[config.mk]
export PLATFORM = sky130hd
export DESIGN_NAME = assw_sense
export DESIGN_NICKNAME = d
export VERILOG_FILES = /design/src/verilog/assw_pkg.sv /design/src/verilog/assw_sense.sv
export SDC_FILE = /design/constraint.sdc
export NUM_CORES = 1
export LEC_CHECK = 0
export BUFFER_PORTS_ARGS = -buffer_cell sky130_fd_sc_hd__buf_2
export CAP_MARGIN = 0
export CORE_MARGIN = 3
export CORE_UTILIZATION = 45
export CTS_CLUSTER_SIZE = 10
export DETAILED_ROUTE_END_ITERATION = 6
export PLACE_DENSITY_LB_ADDON = 0.25
export SYNTH_ARGS = -nofsm -noshare
export SYNTH_HDL_FRONTEND = slang
export SYNTH_SLANG_ARGS = --single-unit
export TNS_END_PERCENT = 30
[constraint.sdc]
create_clock -name ref_clk -period 2.8 [get_ports ref_clk]
set_clock_uncertainty 0.15 [all_clocks]
set_input_delay 0.84 -clock ref_clk [delete_from_list [all_inputs] [get_ports ref_clk]]
set_output_delay 0.84 -clock ref_clk [all_outputs]
set_load 0.02 [all_outputs]
[src/verilog/assw_pkg.sv]
//------------------------------------------------------------
// Functional notes
//------------------------------------------------------------
// Functional notes
// - every 1024 us close bottom sense switch 128 us, evaluate comparator
// - float plus bottom-phase high result moves address state to high
// - repeated bottom high keeps high; high reports address bit one
// - high plus bottom-phase low result (no current) moves to float
// - float persisting 64 ms debounce starts motion to secure position; code does so only from shutdown or ready, not for float since reset
// - top switch also closed every 1024 us; high result gives low
// - switch pin sensed same way; open gives flag 0, closed 1
// - switch flag and position capture only at sense drive pulses
// - position readback returns position with same-pulse switch flag
// - full status contents refreshed from internal state every 512 us
// - power-up done within 10 ms, then shutdown mode, commands run
// - reset values everywhere, some loaded from one-time memory
// - after power-up or supply reset, bridge drive enables are off
// - soft stop decelerates, then copies actual into target position
// - after soft stop accept positioning unless a fault blocks motion
// - thermal shutdown event performs soft stop, then motor shutdown
// - thermal flags clear only below warning with a full status read
// - undervoltage and lost steps flags clear only by full status read
// - top and bottom phases alternate; comparator debounced 32 us
// - top high to low, bottom high to high, low results toward float
package assw_pkg;

  //----------------------------------------------------------
  // timing
  //----------------------------------------------------------
  localparam int CLK_PERIOD_NS  = 50;
  localparam int T_FRAME_US     = 1024;
  localparam int T_SENSE_US     = 128;
  localparam int T_CMP_DEB_US   = 32;
  localparam int T_REFRESH_US   = 512;
  localparam int T_FLOAT_DEB_MS = 64;
  localparam int T_POWER_UP_MS  = 10;

  localparam int FRAME_CYC     = T_FRAME_US * 1000 / CLK_PERIOD_NS;
  localparam int SENSE_CYC     = T_SENSE_US * 1000 / CLK_PERIOD_NS;
  localparam int CMP_DEB_CYC   =
    (T_CMP_DEB_US * 1000 + CLK_PERIOD_NS - 1) / CLK_PERIOD_NS;
  localparam int REFRESH_CYC   = T_REFRESH_US * 1000 / CLK_PERIOD_NS;
  localparam int FLOAT_DEB_CYC =
    (T_FLOAT_DEB_MS * 1000000 + CLK_PERIOD_NS - 1) / CLK_PERIOD_NS;
  localparam int POWER_UP_CYC  = T_POWER_UP_MS * 1000000 / CLK_PERIOD_NS;

  //----------------------------------------------------------
  // register map
  //----------------------------------------------------------
  localparam logic [3:0] ADDR_CMD      = 4'h0;
  localparam logic [3:0] ADDR_TARGET   = 4'h1;
  localparam logic [3:0] ADDR_POSITION = 4'h2;
  localparam logic [3:0] ADDR_STATUS   = 4'h3;
  localparam logic [3:0] ADDR_STATE    = 4'h4;

  localparam int CMD_GOTO_BIT   = 0;
  localparam int CMD_STOP_BIT   = 1;
  localparam int POS_SWITCH_BIT = 16;

  localparam int ST_TW_BIT     = 0;
  localparam int ST_TSD_BIT    = 1;
  localparam int ST_UV_BIT     = 2;
  localparam int ST_LOSS_BIT   = 3;
  localparam int ST_VDD_BIT    = 4;
  localparam int ST_SWITCH_BIT = 5;
  localparam int ST_ADDR_BIT   = 6;
  localparam int ST_FLOAT_BIT  = 7;
  localparam int ST_MOTION_LSB = 8;

  localparam logic [15:0] TARGET_RESET = 16'h0000;

  //----------------------------------------------------------
  // state types
  //----------------------------------------------------------
  typedef enum logic [1:0] {
    ASSW_ADDR_FLOAT = 2'b00,
    ASSW_ADDR_LOW   = 2'b01,
    ASSW_ADDR_HIGH  = 2'b10
  } assw_addr_t;

  typedef enum logic [1:0] {
    ASSW_MOT_SHUTDOWN = 2'b00,
    ASSW_MOT_READY    = 2'b01,
    ASSW_MOT_RUN      = 2'b10,
    ASSW_MOT_STOP     = 2'b11
  } assw_motion_t;

endpackage

[src/verilog/assw_sense.sv]
`timescale 1ns/1ns
module assw_sense
  import assw_pkg::*;
#(
  parameter int FRAME_CYCLES     = FRAME_CYC,
  parameter int REFRESH_CYCLES   = REFRESH_CYC,
  parameter int FLOAT_DEB_CYCLES = FLOAT_DEB_CYC,
  parameter int POWER_UP_CYCLES  = POWER_UP_CYC
) (
  input  wire logic        ref_clk,
  input  wire logic        resetn,
  input  wire logic [3:0]  addr,
  input  wire logic [31:0] wdata,
  input  wire logic        wr,
  input  wire logic        rd,
  output logic      [31:0] rdata,
  input  wire logic        sense_compare_out,
  input  wire logic        switch_compare_out,
  input  wire logic        thermal_warning_in,
  input  wire logic        thermal_shutdown_in,
  input  wire logic        undervoltage_in,
  input  wire logic        lost_steps_in,
  input  wire logic [15:0] actual_position,
  input  wire logic        motion_stopped,
  input  wire logic [15:0] otp_secure_position,
  output logic             bottom_switch_drive,
  output logic             top_switch_drive,
  output logic             bridge_enable,
  output logic             motion_run,
  output logic             decel_request,
  output logic      [15:0] target_position,
  output logic             hardwired_address_bit,
  output logic             address_float,
  output logic             switch_closed_flag,
  output logic             power_up_done
);

  localparam int HALF_CYCLES = REFRESH_CYCLES;

  //----------------------------------------------------------
  // input synchronisers
  //----------------------------------------------------------
  logic [5:0] sync_a;
  logic [5:0] sync_b;

  always_ff @(posedge ref_clk or negedge resetn) begin
    if (!resetn) begin
      sync_a <= 6'h00;
      sync_b <= 6'h00;
    end else begin
      sync_a <= {lost_steps_in, undervoltage_in, thermal_shutdown_in,
                 thermal_warning_in, switch_compare_out, sense_compare_out};
      sync_b <= sync_a;
    end
  end

  wire tw_level  = sync_b[2];
  wire tsd_level = sync_b[3];
  wire uv_level  = sync_b[4];
  wire sl_level  = sync_b[5];

  //----------------------------------------------------------
  // power-up timer
  //----------------------------------------------------------
  logic [17:0] pu_cnt;
  wire         pu_last = (pu_cnt == 18'(POWER_UP_CYCLES - 1));

  always_ff @(posedge ref_clk or negedge resetn) begin
    if (!resetn) begin
      pu_cnt        <= 18'h00000;
      power_up_done <= 1'b0;
    end else if (!power_up_done) begin
      pu_cnt        <= pu_cnt + 18'h00001;
      power_up_done <= pu_last;
    end
  end

  // one-time memory content is taken when power-up completes
  logic [15:0] secure_position;
  always_ff @(posedge ref_clk or negedge resetn) begin
    if (!resetn) begin
      secure_position <= 16'h0000;
    end else if (!power_up_done && pu_last) begin
      secure_position <= otp_secure_position;
    end
  end

  //----------------------------------------------------------
  // sense frame sequencer
  //----------------------------------------------------------
  logic [14:0] frame_cnt;
  wire         frame_last = (frame_cnt == 15'(FRAME_CYCLES - 1));
  wire         bot_window = (frame_cnt < 15'(SENSE_CYC));
  wire         top_window = (frame_cnt >= 15'(HALF_CYCLES)) &&
                            (frame_cnt < 15'(HALF_CYCLES + SENSE_CYC));
  // evaluation happens in the last cycle the drive flop is high
  wire         bot_eval   = (frame_cnt == 15'(SENSE_CYC));
  wire         top_eval   = (frame_cnt == 15'(HALF_CYCLES + SENSE_CYC));
  wire         refresh    = (frame_cnt == 15'h0000) ||
                            (frame_cnt == 15'(HALF_CYCLES));

  always_ff @(posedge ref_clk or negedge resetn) begin
    if (!resetn) begin
      frame_cnt           <= 15'h0000;
      bottom_switch_drive <= 1'b0;
      top_switch_drive    <= 1'b0;
    end else begin
      frame_cnt           <= frame_last ? 15'h0000 : frame_cnt + 15'h0001;
      bottom_switch_drive <= bot_window;
      top_switch_drive    <= top_window;
    end
  end

  //----------------------------------------------------------
  // comparator debounce
  //----------------------------------------------------------
  logic [1:0] cmp_last;
  logic [1:0] cmp_deb;
  logic [9:0] cmp_cnt [2];

  always_ff @(posedge ref_clk or negedge resetn) begin
    if (!resetn) begin
      cmp_last   <= 2'b00;
      cmp_deb    <= 2'b00;
      cmp_cnt[0] <= 10'h000;
      cmp_cnt[1] <= 10'h000;
    end else begin
      cmp_last <= sync_b[1:0];
      for (int i = 0; i < 2; i++) begin
        if (sync_b[i] != cmp_last[i]) begin
          cmp_cnt[i] <= 10'h000;
        end else if (cmp_cnt[i] == 10'(CMP_DEB_CYC - 1)) begin
          cmp_deb[i] <= cmp_last[i];
        end else begin
          cmp_cnt[i] <= cmp_cnt[i] + 10'h001;
        end
      end
    end
  end

  //----------------------------------------------------------
  // address state machine
  //----------------------------------------------------------
  assw_addr_t addr_state;
  assw_addr_t next_addr_state;

  always_comb begin
    next_addr_state = addr_state;
    case (addr_state)
      ASSW_ADDR_FLOAT: begin
        if (bot_eval && cmp_deb[0]) begin
          next_addr_state = ASSW_ADDR_HIGH;
        end else if (top_eval && cmp_deb[0]) begin
          next_addr_state = ASSW_ADDR_LOW;
        end
      end
      ASSW_ADDR_LOW: begin
        if (bot_eval && cmp_deb[0]) begin
          next_addr_state = ASSW_ADDR_HIGH;
        end else if (top_eval && !cmp_deb[0]) begin
          next_addr_state = ASSW_ADDR_FLOAT;
        end
      end
      ASSW_ADDR_HIGH: begin
        if (top_eval && cmp_deb[0]) begin
          next_addr_state = ASSW_ADDR_LOW;
        end else if (bot_eval && !cmp_deb[0]) begin
          next_addr_state = ASSW_ADDR_FLOAT;
        end
      end
      default: next_addr_state = ASSW_ADDR_FLOAT;
    endcase
  end

  always_ff @(posedge ref_clk or negedge resetn) begin
    if (!resetn) begin
      addr_state            <= ASSW_ADDR_FLOAT;
      hardwired_address_bit <= 1'b0;
      address_float         <= 1'b1;
    end else begin
      addr_state            <= next_addr_state;
      // high keeps reporting one while bottom results stay high
      hardwired_address_bit <= (next_addr_state == ASSW_ADDR_HIGH);
      address_float         <= (next_addr_state == ASSW_ADDR_FLOAT);
    end
  end

  //----------------------------------------------------------
  // float debounce toward secure position
  //----------------------------------------------------------
  logic [20:0] float_cnt;
  logic        float_done;
  wire         float_fire = (addr_state == ASSW_ADDR_FLOAT) && !float_done
                            && (float_cnt == 21'(FLOAT_DEB_CYCLES - 1));

  always_ff @(posedge ref_clk or negedge resetn) begin
    if (!resetn) begin
      float_cnt  <= 21'h000000;
      float_done <= 1'b1;  // reset float was never sensed, no timer
    end else if (addr_state != ASSW_ADDR_FLOAT) begin
      float_cnt  <= 21'h000000;
      float_done <= 1'b0;
    end else if (float_fire) begin
      float_done <= 1'b1;
    end else if (!float_done) begin
      float_cnt  <= float_cnt + 21'h000001;
    end
  end

  //----------------------------------------------------------
  // switch sensing with position capture
  //----------------------------------------------------------
  logic        sw_bot_seen;
  logic        sw_top_seen;
  logic [15:0] captured_position;
  wire         sw_eval   = bot_eval || top_eval;
  wire         sw_closed = bot_eval ? (cmp_deb[1] || sw_top_seen)
                                    : (cmp_deb[1] || sw_bot_seen);

  always_ff @(posedge ref_clk or negedge resetn) begin
    if (!resetn) begin
      sw_bot_seen        <= 1'b0;
      sw_top_seen        <= 1'b0;
      switch_closed_flag <= 1'b0;
      captured_position  <= 16'h0000;
    end else if (sw_eval) begin
      if (bot_eval) begin
        sw_bot_seen <= cmp_deb[1];
      end else begin
        sw_top_seen <= cmp_deb[1];
      end
      switch_closed_flag <= sw_closed;
      captured_position  <= actual_position;
    end
  end

  //----------------------------------------------------------
  // register decode
  //----------------------------------------------------------
  wire status_read = rd && (addr == ADDR_STATUS);
  wire cmd_write   = wr && (addr == ADDR_CMD);
  wire goto_cmd    = cmd_write && wdata[CMD_GOTO_BIT];
  wire stop_cmd    = cmd_write && wdata[CMD_STOP_BIT];
  wire target_wr   = wr && (addr == ADDR_TARGET);

  //----------------------------------------------------------
  // sticky status flags, set wins over clear
  //----------------------------------------------------------
  logic tw_flag;
  logic tsd_flag;
  logic uv_flag;
  logic loss_flag;
  logic vdd_flag;
  wire  temp_clear = status_read && !tw_level;

  always_ff @(posedge ref_clk or negedge resetn) begin
    if (!resetn) begin
      tw_flag   <= 1'b0;
      tsd_flag  <= 1'b0;
      uv_flag   <= 1'b0;
      loss_flag <= 1'b0;
      vdd_flag  <= 1'b1;
    end else begin
      tw_flag   <= tw_level  || (tw_flag  && !temp_clear);
      tsd_flag  <= tsd_level || (tsd_flag && !temp_clear);
      uv_flag   <= uv_level  || (uv_flag  && !status_read);
      loss_flag <= sl_level  || (loss_flag && !status_read);
      vdd_flag  <= vdd_flag && !status_read;
    end
  end

  //----------------------------------------------------------
  // motion control
  //----------------------------------------------------------
  assw_motion_t mot_state;
  assw_motion_t next_mot_state;
  logic         tsd_prev;
  logic         stop_to_shutdown;
  wire          tsd_event   = tsd_level && !tsd_prev;
  wire          fault_block = tsd_flag || uv_flag || tsd_level;
  wire          move_req    = (goto_cmd || float_fire) && power_up_done;
  wire          move_ok     = move_req && !fault_block;

  always_comb begin
    next_mot_state = mot_state;
    case (mot_state)
      ASSW_MOT_SHUTDOWN: begin
        if (move_ok) begin
          next_mot_state = ASSW_MOT_RUN;
        end
      end
      ASSW_MOT_READY: begin
        if (tsd_event) begin
          next_mot_state = ASSW_MOT_SHUTDOWN;
        end else if (move_ok) begin
          next_mot_state = ASSW_MOT_RUN;
        end
      end
      ASSW_MOT_RUN: begin
        if (tsd_event || stop_cmd) begin
          next_mot_state = ASSW_MOT_STOP;
        end else if (actual_position == target_position) begin
          next_mot_state = ASSW_MOT_READY;
        end
      end
      ASSW_MOT_STOP: begin
        if (motion_stopped) begin
          next_mot_state = (stop_to_shutdown || tsd_event)
                           ? ASSW_MOT_SHUTDOWN : ASSW_MOT_READY;
        end
      end
      default: next_mot_state = ASSW_MOT_SHUTDOWN;
    endcase
  end

  wire stop_done = (mot_state == ASSW_MOT_STOP) && motion_stopped;
  wire load_move = move_ok && (next_mot_state == ASSW_MOT_RUN) &&
                   (mot_state != ASSW_MOT_RUN);

  always_ff @(posedge ref_clk or negedge resetn) begin
    if (!resetn) begin
      mot_state        <= ASSW_MOT_SHUTDOWN;
      tsd_prev         <= 1'b0;
      stop_to_shutdown <= 1'b0;
      target_position  <= TARGET_RESET;
      bridge_enable    <= 1'b0;
      motion_run       <= 1'b0;
      decel_request    <= 1'b0;
    end else begin
      mot_state <= next_mot_state;
      tsd_prev  <= tsd_level;
      if (mot_state != ASSW_MOT_STOP) begin
        stop_to_shutdown <= tsd_event;
      end else if (tsd_event) begin
        stop_to_shutdown <= 1'b1;
      end
      if (stop_done) begin
        target_position <= actual_position;
      end else if (float_fire && load_move) begin
        target_position <= secure_position;
      end else if (target_wr) begin
        target_position <= wdata[15:0];
      end
      bridge_enable <= power_up_done &&
                       (next_mot_state != ASSW_MOT_SHUTDOWN);
      motion_run    <= (next_mot_state == ASSW_MOT_RUN);
      decel_request <= (next_mot_state == ASSW_MOT_STOP);
    end
  end

  //----------------------------------------------------------
  // status snapshot
  //----------------------------------------------------------
  logic [31:0] status_snap;
  wire  [31:0] status_live = {22'h000000, mot_state, address_float,
                              hardwired_address_bit, switch_closed_flag,
                              vdd_flag, loss_flag, uv_flag, tsd_flag,
                              tw_flag};

  always_ff @(posedge ref_clk or negedge resetn) begin
    if (!resetn) begin
      status_snap <= 32'h00000010;
    end else if (refresh) begin
      status_snap <= status_live;
    end
  end

  //----------------------------------------------------------
  // read data
  //----------------------------------------------------------
  wire [31:0] pos_word = {15'h0000, switch_closed_flag, captured_position};
  wire [31:0] rd_mux =
    (addr == ADDR_TARGET)   ? {16'h0000, target_position} :
    (addr == ADDR_POSITION) ? pos_word :
    (addr == ADDR_STATUS)   ? status_snap :
    (addr == ADDR_STATE)    ? status_live : 32'h00000000;

  always_ff @(posedge ref_clk or negedge resetn) begin
    if (!resetn) begin
      rdata <= 32'h00000000;
    end else begin
      rdata <= rd ? rd_mux : 32'h00000000;
    end
  end

endmodule // assw_sense

# ---- Yosys cells after proc, flatten, opt, wreduce, memory -nomap -nowiden
# Cells that the tools add are included.
dict set report totals {
  out_inout_bits 57
  ff_bits 188
  elab_cells 175
  in_bits 79
}
dict set report op_classes {
  mux 36
  reduce_logical 63
  bitwise 3
  n_eq_ne 29
  addsub 5
  order_cmp 3
}
# operator count
set op_table {}
lappend op_table {{$mux 21} 3}
lappend op_table {{$mux 10} 6}
lappend op_table {{$mux 17} 3}
lappend op_table {{$mux 16} 3}
lappend op_table {{$eq 15x14->1 const B} 2}
lappend op_table {{$logic_and 1x1->1} 27}
lappend op_table {{$mux 2} 11}
lappend op_table {{$add 21x1->21 const B} 1}
lappend op_table {{$eq 21x21->1 const B} 1}
lappend op_table {{$add 10x1->10 const B} 2}
lappend op_table {{$eq 10x10->1 const B} 2}
lappend op_table {{$add 18x1->18 const B} 1}
lappend op_table {{$eq 18x18->1 const B} 1}
lappend op_table {{$eq 16x16->1} 1}
lappend op_table {{$add 15x1->15 const B} 1}
lappend op_table {{$eq 15x12->1 const B} 1}
lappend op_table {{$eq 15x15->1 const B} 1}
lappend op_table {{$ge 15x14->1 const B} 1}
lappend op_table {{$logic_not 15->1} 1}
lappend op_table {{$lt 15x12->1 const B} 1}
lappend op_table {{$lt 15x14->1 const B} 1}
lappend op_table {{$mux 15} 1}
lappend op_table {{$logic_or 1x1->1} 13}
lappend op_table {{$eq 2x2->1 const B} 6}
lappend op_table {{other kinds (17)} 48}

# ---- Longest topological paths before layout
dict set report depth {
  ltp_word 15
  depth_mapped 9
  ltp_nobuf 8
}

# ---- Least setup slack after synthesis
# No wires, ideal clock.
dict set report synth_timing {
  kind {input port to flip-flop}
  startpoint {input addr[1]}
  endpoint {register target_position[4]}
  t_required_ns 2.524
  path_buffers 1
  cell_stages 6
  path_slack_ns 0.374
  t_arrival_ns 2.150
  cell_sequence {nor4b_4 -> nand2_2 -> buf_2 -> mux2i_1 -> nor3_1 -> a221o_1}
}
dict set report synth_via {
  elab_chain_len 15
}
# element line
set synth_lines {}
lappend synth_lines {{from (decl)} assw_sense.sv:12} ;# input wire logic [3:0] addr,
lappend synth_lines {{$logic_not 4->1} assw_sense.sv:241} ;# wire cmd_write = wr && (addr == ADDR_CMD);
lappend synth_lines {{$logic_and 1x1->1} assw_sense.sv:241}
lappend synth_lines {{$logic_and 1x1->1} assw_sense.sv:242} ;# wire goto_cmd = cmd_write && wdata[CMD_GOTO_BIT];
lappend synth_lines {{$logic_or 1x1->1} assw_sense.sv:281} ;# wire move_req = (goto_cmd || float_fire) && power_up_done;
lappend synth_lines {{$logic_and 1x1->1} assw_sense.sv:281}
lappend synth_lines {{$logic_and 1x1->1} assw_sense.sv:282} ;# wire move_ok = move_req && !fault_block;
lappend synth_lines {{$mux 2} {assw_sense.sv:288, assw_sense.sv:295}}
lappend synth_lines {{$mux 2} assw_sense.sv:293} ;# if (tsd_event) begin
lappend synth_lines {{$pmux 2 s4} assw_sense.sv:286} ;# case (mot_state)
lappend synth_lines {{$eq 2x2->1} assw_sense.sv:317} ;# wire load_move = move_ok && (next_mot_state == ASSW_MOT_RUN) &&
lappend synth_lines {{$logic_and 1x1->1 (2 in a row)} assw_sense.sv:317}
lappend synth_lines {{$logic_and 1x1->1} assw_sense.sv:339} ;# end else if (float_fire && load_move) begin
lappend synth_lines {{$mux 16} assw_sense.sv:339}
lappend synth_lines {{$mux 16} assw_sense.sv:337} ;# if (stop_done) begin
lappend synth_lines {{to (signal assigned)} assw_sense.sv:338} ;# target_position <= actual_position;
lappend synth_lines {{to (signal assigned)} assw_sense.sv:340} ;# target_position <= secure_position;
lappend synth_lines {{to (signal assigned)} assw_sense.sv:342} ;# target_position <= wdata[15:0];
lappend synth_lines {{to (decl)} assw_sense.sv:31} ;# output logic [15:0] target_position,
# Several ways; a longest one is shown, not always the timed one.
# A chain may end at the register's enable or synchronous reset.

# ---- Worst setup path in the final report
dict set report layout_timing {
  startpoint {register power_up_done}
  endpoint {register target_position[3]}
}
dict set report layout_via {
  elab_chain_len 11
}
# element line
set layout_lines {}
lappend layout_lines {{from (decl)} assw_sense.sv:35} ;# output logic power_up_done
lappend layout_lines {{from (signal assigned)} assw_sense.sv:74} ;# power_up_done <= pu_last;
lappend layout_lines {{$logic_and 1x1->1 *} assw_sense.sv:281}
lappend layout_lines {{$logic_and 1x1->1 *} assw_sense.sv:282}
lappend layout_lines {{$mux 2} {assw_sense.sv:288, assw_sense.sv:295}}
lappend layout_lines {{$mux 2} assw_sense.sv:293}
lappend layout_lines {{$pmux 2 s4} assw_sense.sv:286}
lappend layout_lines {{$eq 2x2->1} assw_sense.sv:317}
lappend layout_lines {{$logic_and 1x1->1 * (2 in a row)} assw_sense.sv:317}
lappend layout_lines {{$logic_and 1x1->1 *} assw_sense.sv:339}
lappend layout_lines {{$mux 16} assw_sense.sv:339}
lappend layout_lines {{$mux 16} assw_sense.sv:337}
# Every way passes the cells marked *; elsewhere a longest branch is shown, timed or not.

==> results.md <==
- Run status: completed
- Setup WS post-layout: 402 ps
- Fraction of the yosys area taken by sequential cells: 0.552
- Synth Area in Adders: 0.00880
- Drt total wl: 18100 um
- Tot GR Track Use: 0.180
- TritonCTS buffer count: 17
- Internal cell power: 4.45 mW
- Core Region: 18300 um^2
- Final #Nets: 940
- Ports: 136
- CP Data Arrival Time: 2560 ps
- HPWL Detailed: 12600 um
- Post-synth EDFFs: 0
- Unrepaired setup endpoints after global routing: false
- Post-route minimum period: 2400 ps
- CTS-repair resized insts: 0
- Combinational share of power: 0.087
- Setup TNS: 0 ps
- Vias/cell: 5.38
- Die area: 20600 um^2
- Vias: 5904
- Slowest cell on crit path: dfrtp_1
- Clock Power Share: 0.426
- R2R depth: 7
- Largest net degree at the start of global routing: 54
- DRC Markers: 0
- DR iter-0 viols: 308
- Pre-CTS setup slack: 60.0 ps
- Most common cell after layout, fill and taps aside: dfrtp_1
- Initial antenna violation count: 0
- Max_slew headroom: 0.368
- Switch share: 0.253
- Worst endpoint required time: 2970 ps
- GPL Wtd Cong: 0.758
- Worst-Skew Late Latency: 430 ps
- Drt first pass iters: 4
- Crit Path Max Fanout: 33
- Post-synth cell types: 56
- Synth area leaders: dfrtp_1, mux2_2, xor2_1
- TritonCTS clock tree: built
- Clk slew on worst S/H paths: 70 ps
- XOR/XNOR share of the synthesized area: 0.0811
- Setup crit end kind: register
- Net switching power: 1.51 mW
- Async S/R FF share, synth: 1.00
- Synth-to-Final Area Change: 16.7%
- Kind of critical path: register to register
- Initial Util: 0.467
- Total congestion overflow: 0
- PortBufs: 104
- Clk sinks: 188
- Dominant cell type by area after synthesis: dfrtp_1
- H-tree depth: 4
- Hold/Removal Path Class: input port to async pin
- Vias in the first global route: 5819
- Tcrit/Tclk final: 0.856
- Flop pwr share: 0.487
- Max Cap Viol: 0
- Die span in x: 144 um
- Seq cells post-synth: 188
- Avg Cell Area, Syn: 11.5 um^2
- Final cell count without fillers: 1098
- Post-CTS setup buffer count: 0
- Post-synthesis mux area share: 0.0816
- Warnings from Yosys: 0
- Final Setup Violations: 0
- Layout cells sized above 1: 0.252
- Area share of the largest cell type after synthesis: 0.540
- # rows: 49
- First-pass GRT wire length: 29400 um
- Worst vdd ir: 0.000422 V
- Worst-case clock buffer depth: 2
- Avg WL per Cell: 16.5 um
- Most frequent cells in the layout: dfrtp_1, buf_2, nor2_1
- Post-Synthesis Cells: 744
- Lkg Pwr: 4.82 nW
- Most used flip-flop cell after synthesis: dfrtp_1
- Crit path launch type: register
- Main combinational cell family by area after synthesis: simple AND/OR/NAND/NOR gates
- CP peak stage delay: 470 ps
- Fillers: 1596
- Compound-cell area share of the yosys netlist: 0.0733
- Fmax: 417 MHz
- Clk root buf: clkbuf_16
- Hold buffers post-CTS: 0
- Syn Std Cell Area: 8530 um^2
- Critical Path, Cell by Cell: inv_1, nor4_1, nand4_1, nor2_4, buf_12, nor3_1, a221o_1
- # placed instances: 1065
- Overall power: 5.96 mW
- Slew @ Worst Pin: 943 ps
- PwrDens: 599 nW/um^2
- Fin. Hold Viols: 0
- Remaining antenna violation count: 0
- Slew Limit Fails: 0
- Post-Synth Simple-Gate Area: 0.170
- Die Ht: 144 um
-- worst max-delay path: cells and delay by family (launching register included) --
kind            cells  cell delay, ps
buf+inv             2             350
flops               1             470
simple gates        4            1030
compound gates      1             280
-- layer usage --
| metal | part of all wire | GRT usage |
|---|---|---|
| met5 | 0 | 0 |
| met1 | 0.48 | 0.251 |
| met3 | 0.045 | 0.0463 |
| met2 | 0.47 | 0.289 |
| met4 | 0.0085 | 0.0382 |
-- power groups by stage --
stage / Combinational, mW / Sequential (mW) / Clock, mW
4_1_cts: 0.525 / 2.90 / 2.60
3_3_place_gp: 0.514 / 2.95 / 0
2_1_floorplan: 0.229 / 3.00 / 0
5_1_grt: 0.576 / 2.92 / 2.71
6_report: 0.517 / 2.90 / 2.54
3_5_place_dp: 0.524 / 2.95 / 0
-- metrics by stage --
step                cell area, um^2  utilization  hold slack, ps
finish                         9960        0.545             173
global route                   9950        0.545             173
CTS                            9950        0.545             165
detailed placement             9330        0.511             185
global placement               9330        0.511             182
floorplan                      8580            -             181
-- sequential cells by signal, indices dropped and copies added (netlist names), 2 cells and up --
| signal | cells |
|---|---|
| addr_state | 2 |
| captured_position | 16 |
| cmp_cnt | 20 |
| cmp_deb | 2 |
| cmp_last | 2 |
| float_cnt | 21 |
| frame_cnt | 15 |
| mot_state | 2 |
| pu_cnt | 18 |
| rdata | 17 |
| secure_position | 16 |
| status_snap | 10 |
| sync_a | 6 |
| sync_b | 6 |
| target_position | 16 |
-- logic make-up after synthesis --
family          after synthesis
compound gates               77
xor+xnor                     79
fa+ha+maj                     6
buf+inv                      53
flops                       188
mux                          64
other cells                   1
simple gates                276
-- area by class of cell --
| class | count | area [um^2] | area share |
|---|---|---|---|
| diodes | 1 | 2.50 | 0.000251 |
| clock buffers | 18 | 439 | 0.0441 |
| clock inverters | 14 | 180 | 0.0181 |
| inverters | 11 | 41.3 | 0.00415 |
| multi-input cells | 517 | 3600 | 0.361 |
| flip-flops and latches | 188 | 4710 | 0.473 |
| well taps | 229 | 287 | 0.0288 |
| repair buffers | 120 | 699 | 0.0703 |
-- Yosys cell counts, types with 2 or more instances --
library cell	number
dfrtp_1	184
nor2_1	77
xor2_1	52
nand2_1	45
mux2_2	44
xnor2_1	27
nand3_1	26
nor3_1	26
clkbuf_1	21
mux2i_1	20
nand4_1	19
a221o_1	16
and3_1	16
buf_4	15
inv_1	11
nor2b_1	11
a21boi_0	10
a21oi_1	10
a222oi_1	10
nor4_1	10
o21ai_0	8
a22oi_1	6
and4_1	6
ha_1	6
nand2b_1	6
or2_2	6
nor3b_1	5
or3_1	5
a21o_1	4
and2_1	4
buf_2	4
dfstp_2	4
a2111oi_0	2
a211oi_1	2
a31oi_1	2
buf_6	2
nor4b_1	2
o22a_1	2
-- final timing paths --
kind	from	endpoint	slack, ps
max in group asynchronous	resetn	vdd_flag$_DFF_PN1_	1640
worst max register to register	power_up_done$_DFF_PN0_	target_position[3]$_DFFE_PN0P_	400
worst min register to register	sync_a[4]$_DFF_PN0_	sync_b[4]$_DFF_PN0_	200
worst min-delay path	resetn	pu_cnt[7]$_DFFE_PN0N_	170
min in group ref_clk	sync_a[4]$_DFF_PN0_	sync_b[4]$_DFF_PN0_	200
worst max-delay path	power_up_done$_DFF_PN0_	target_position[3]$_DFFE_PN0P_	400
Note: power is estimated with default switching activity, not from simulation.
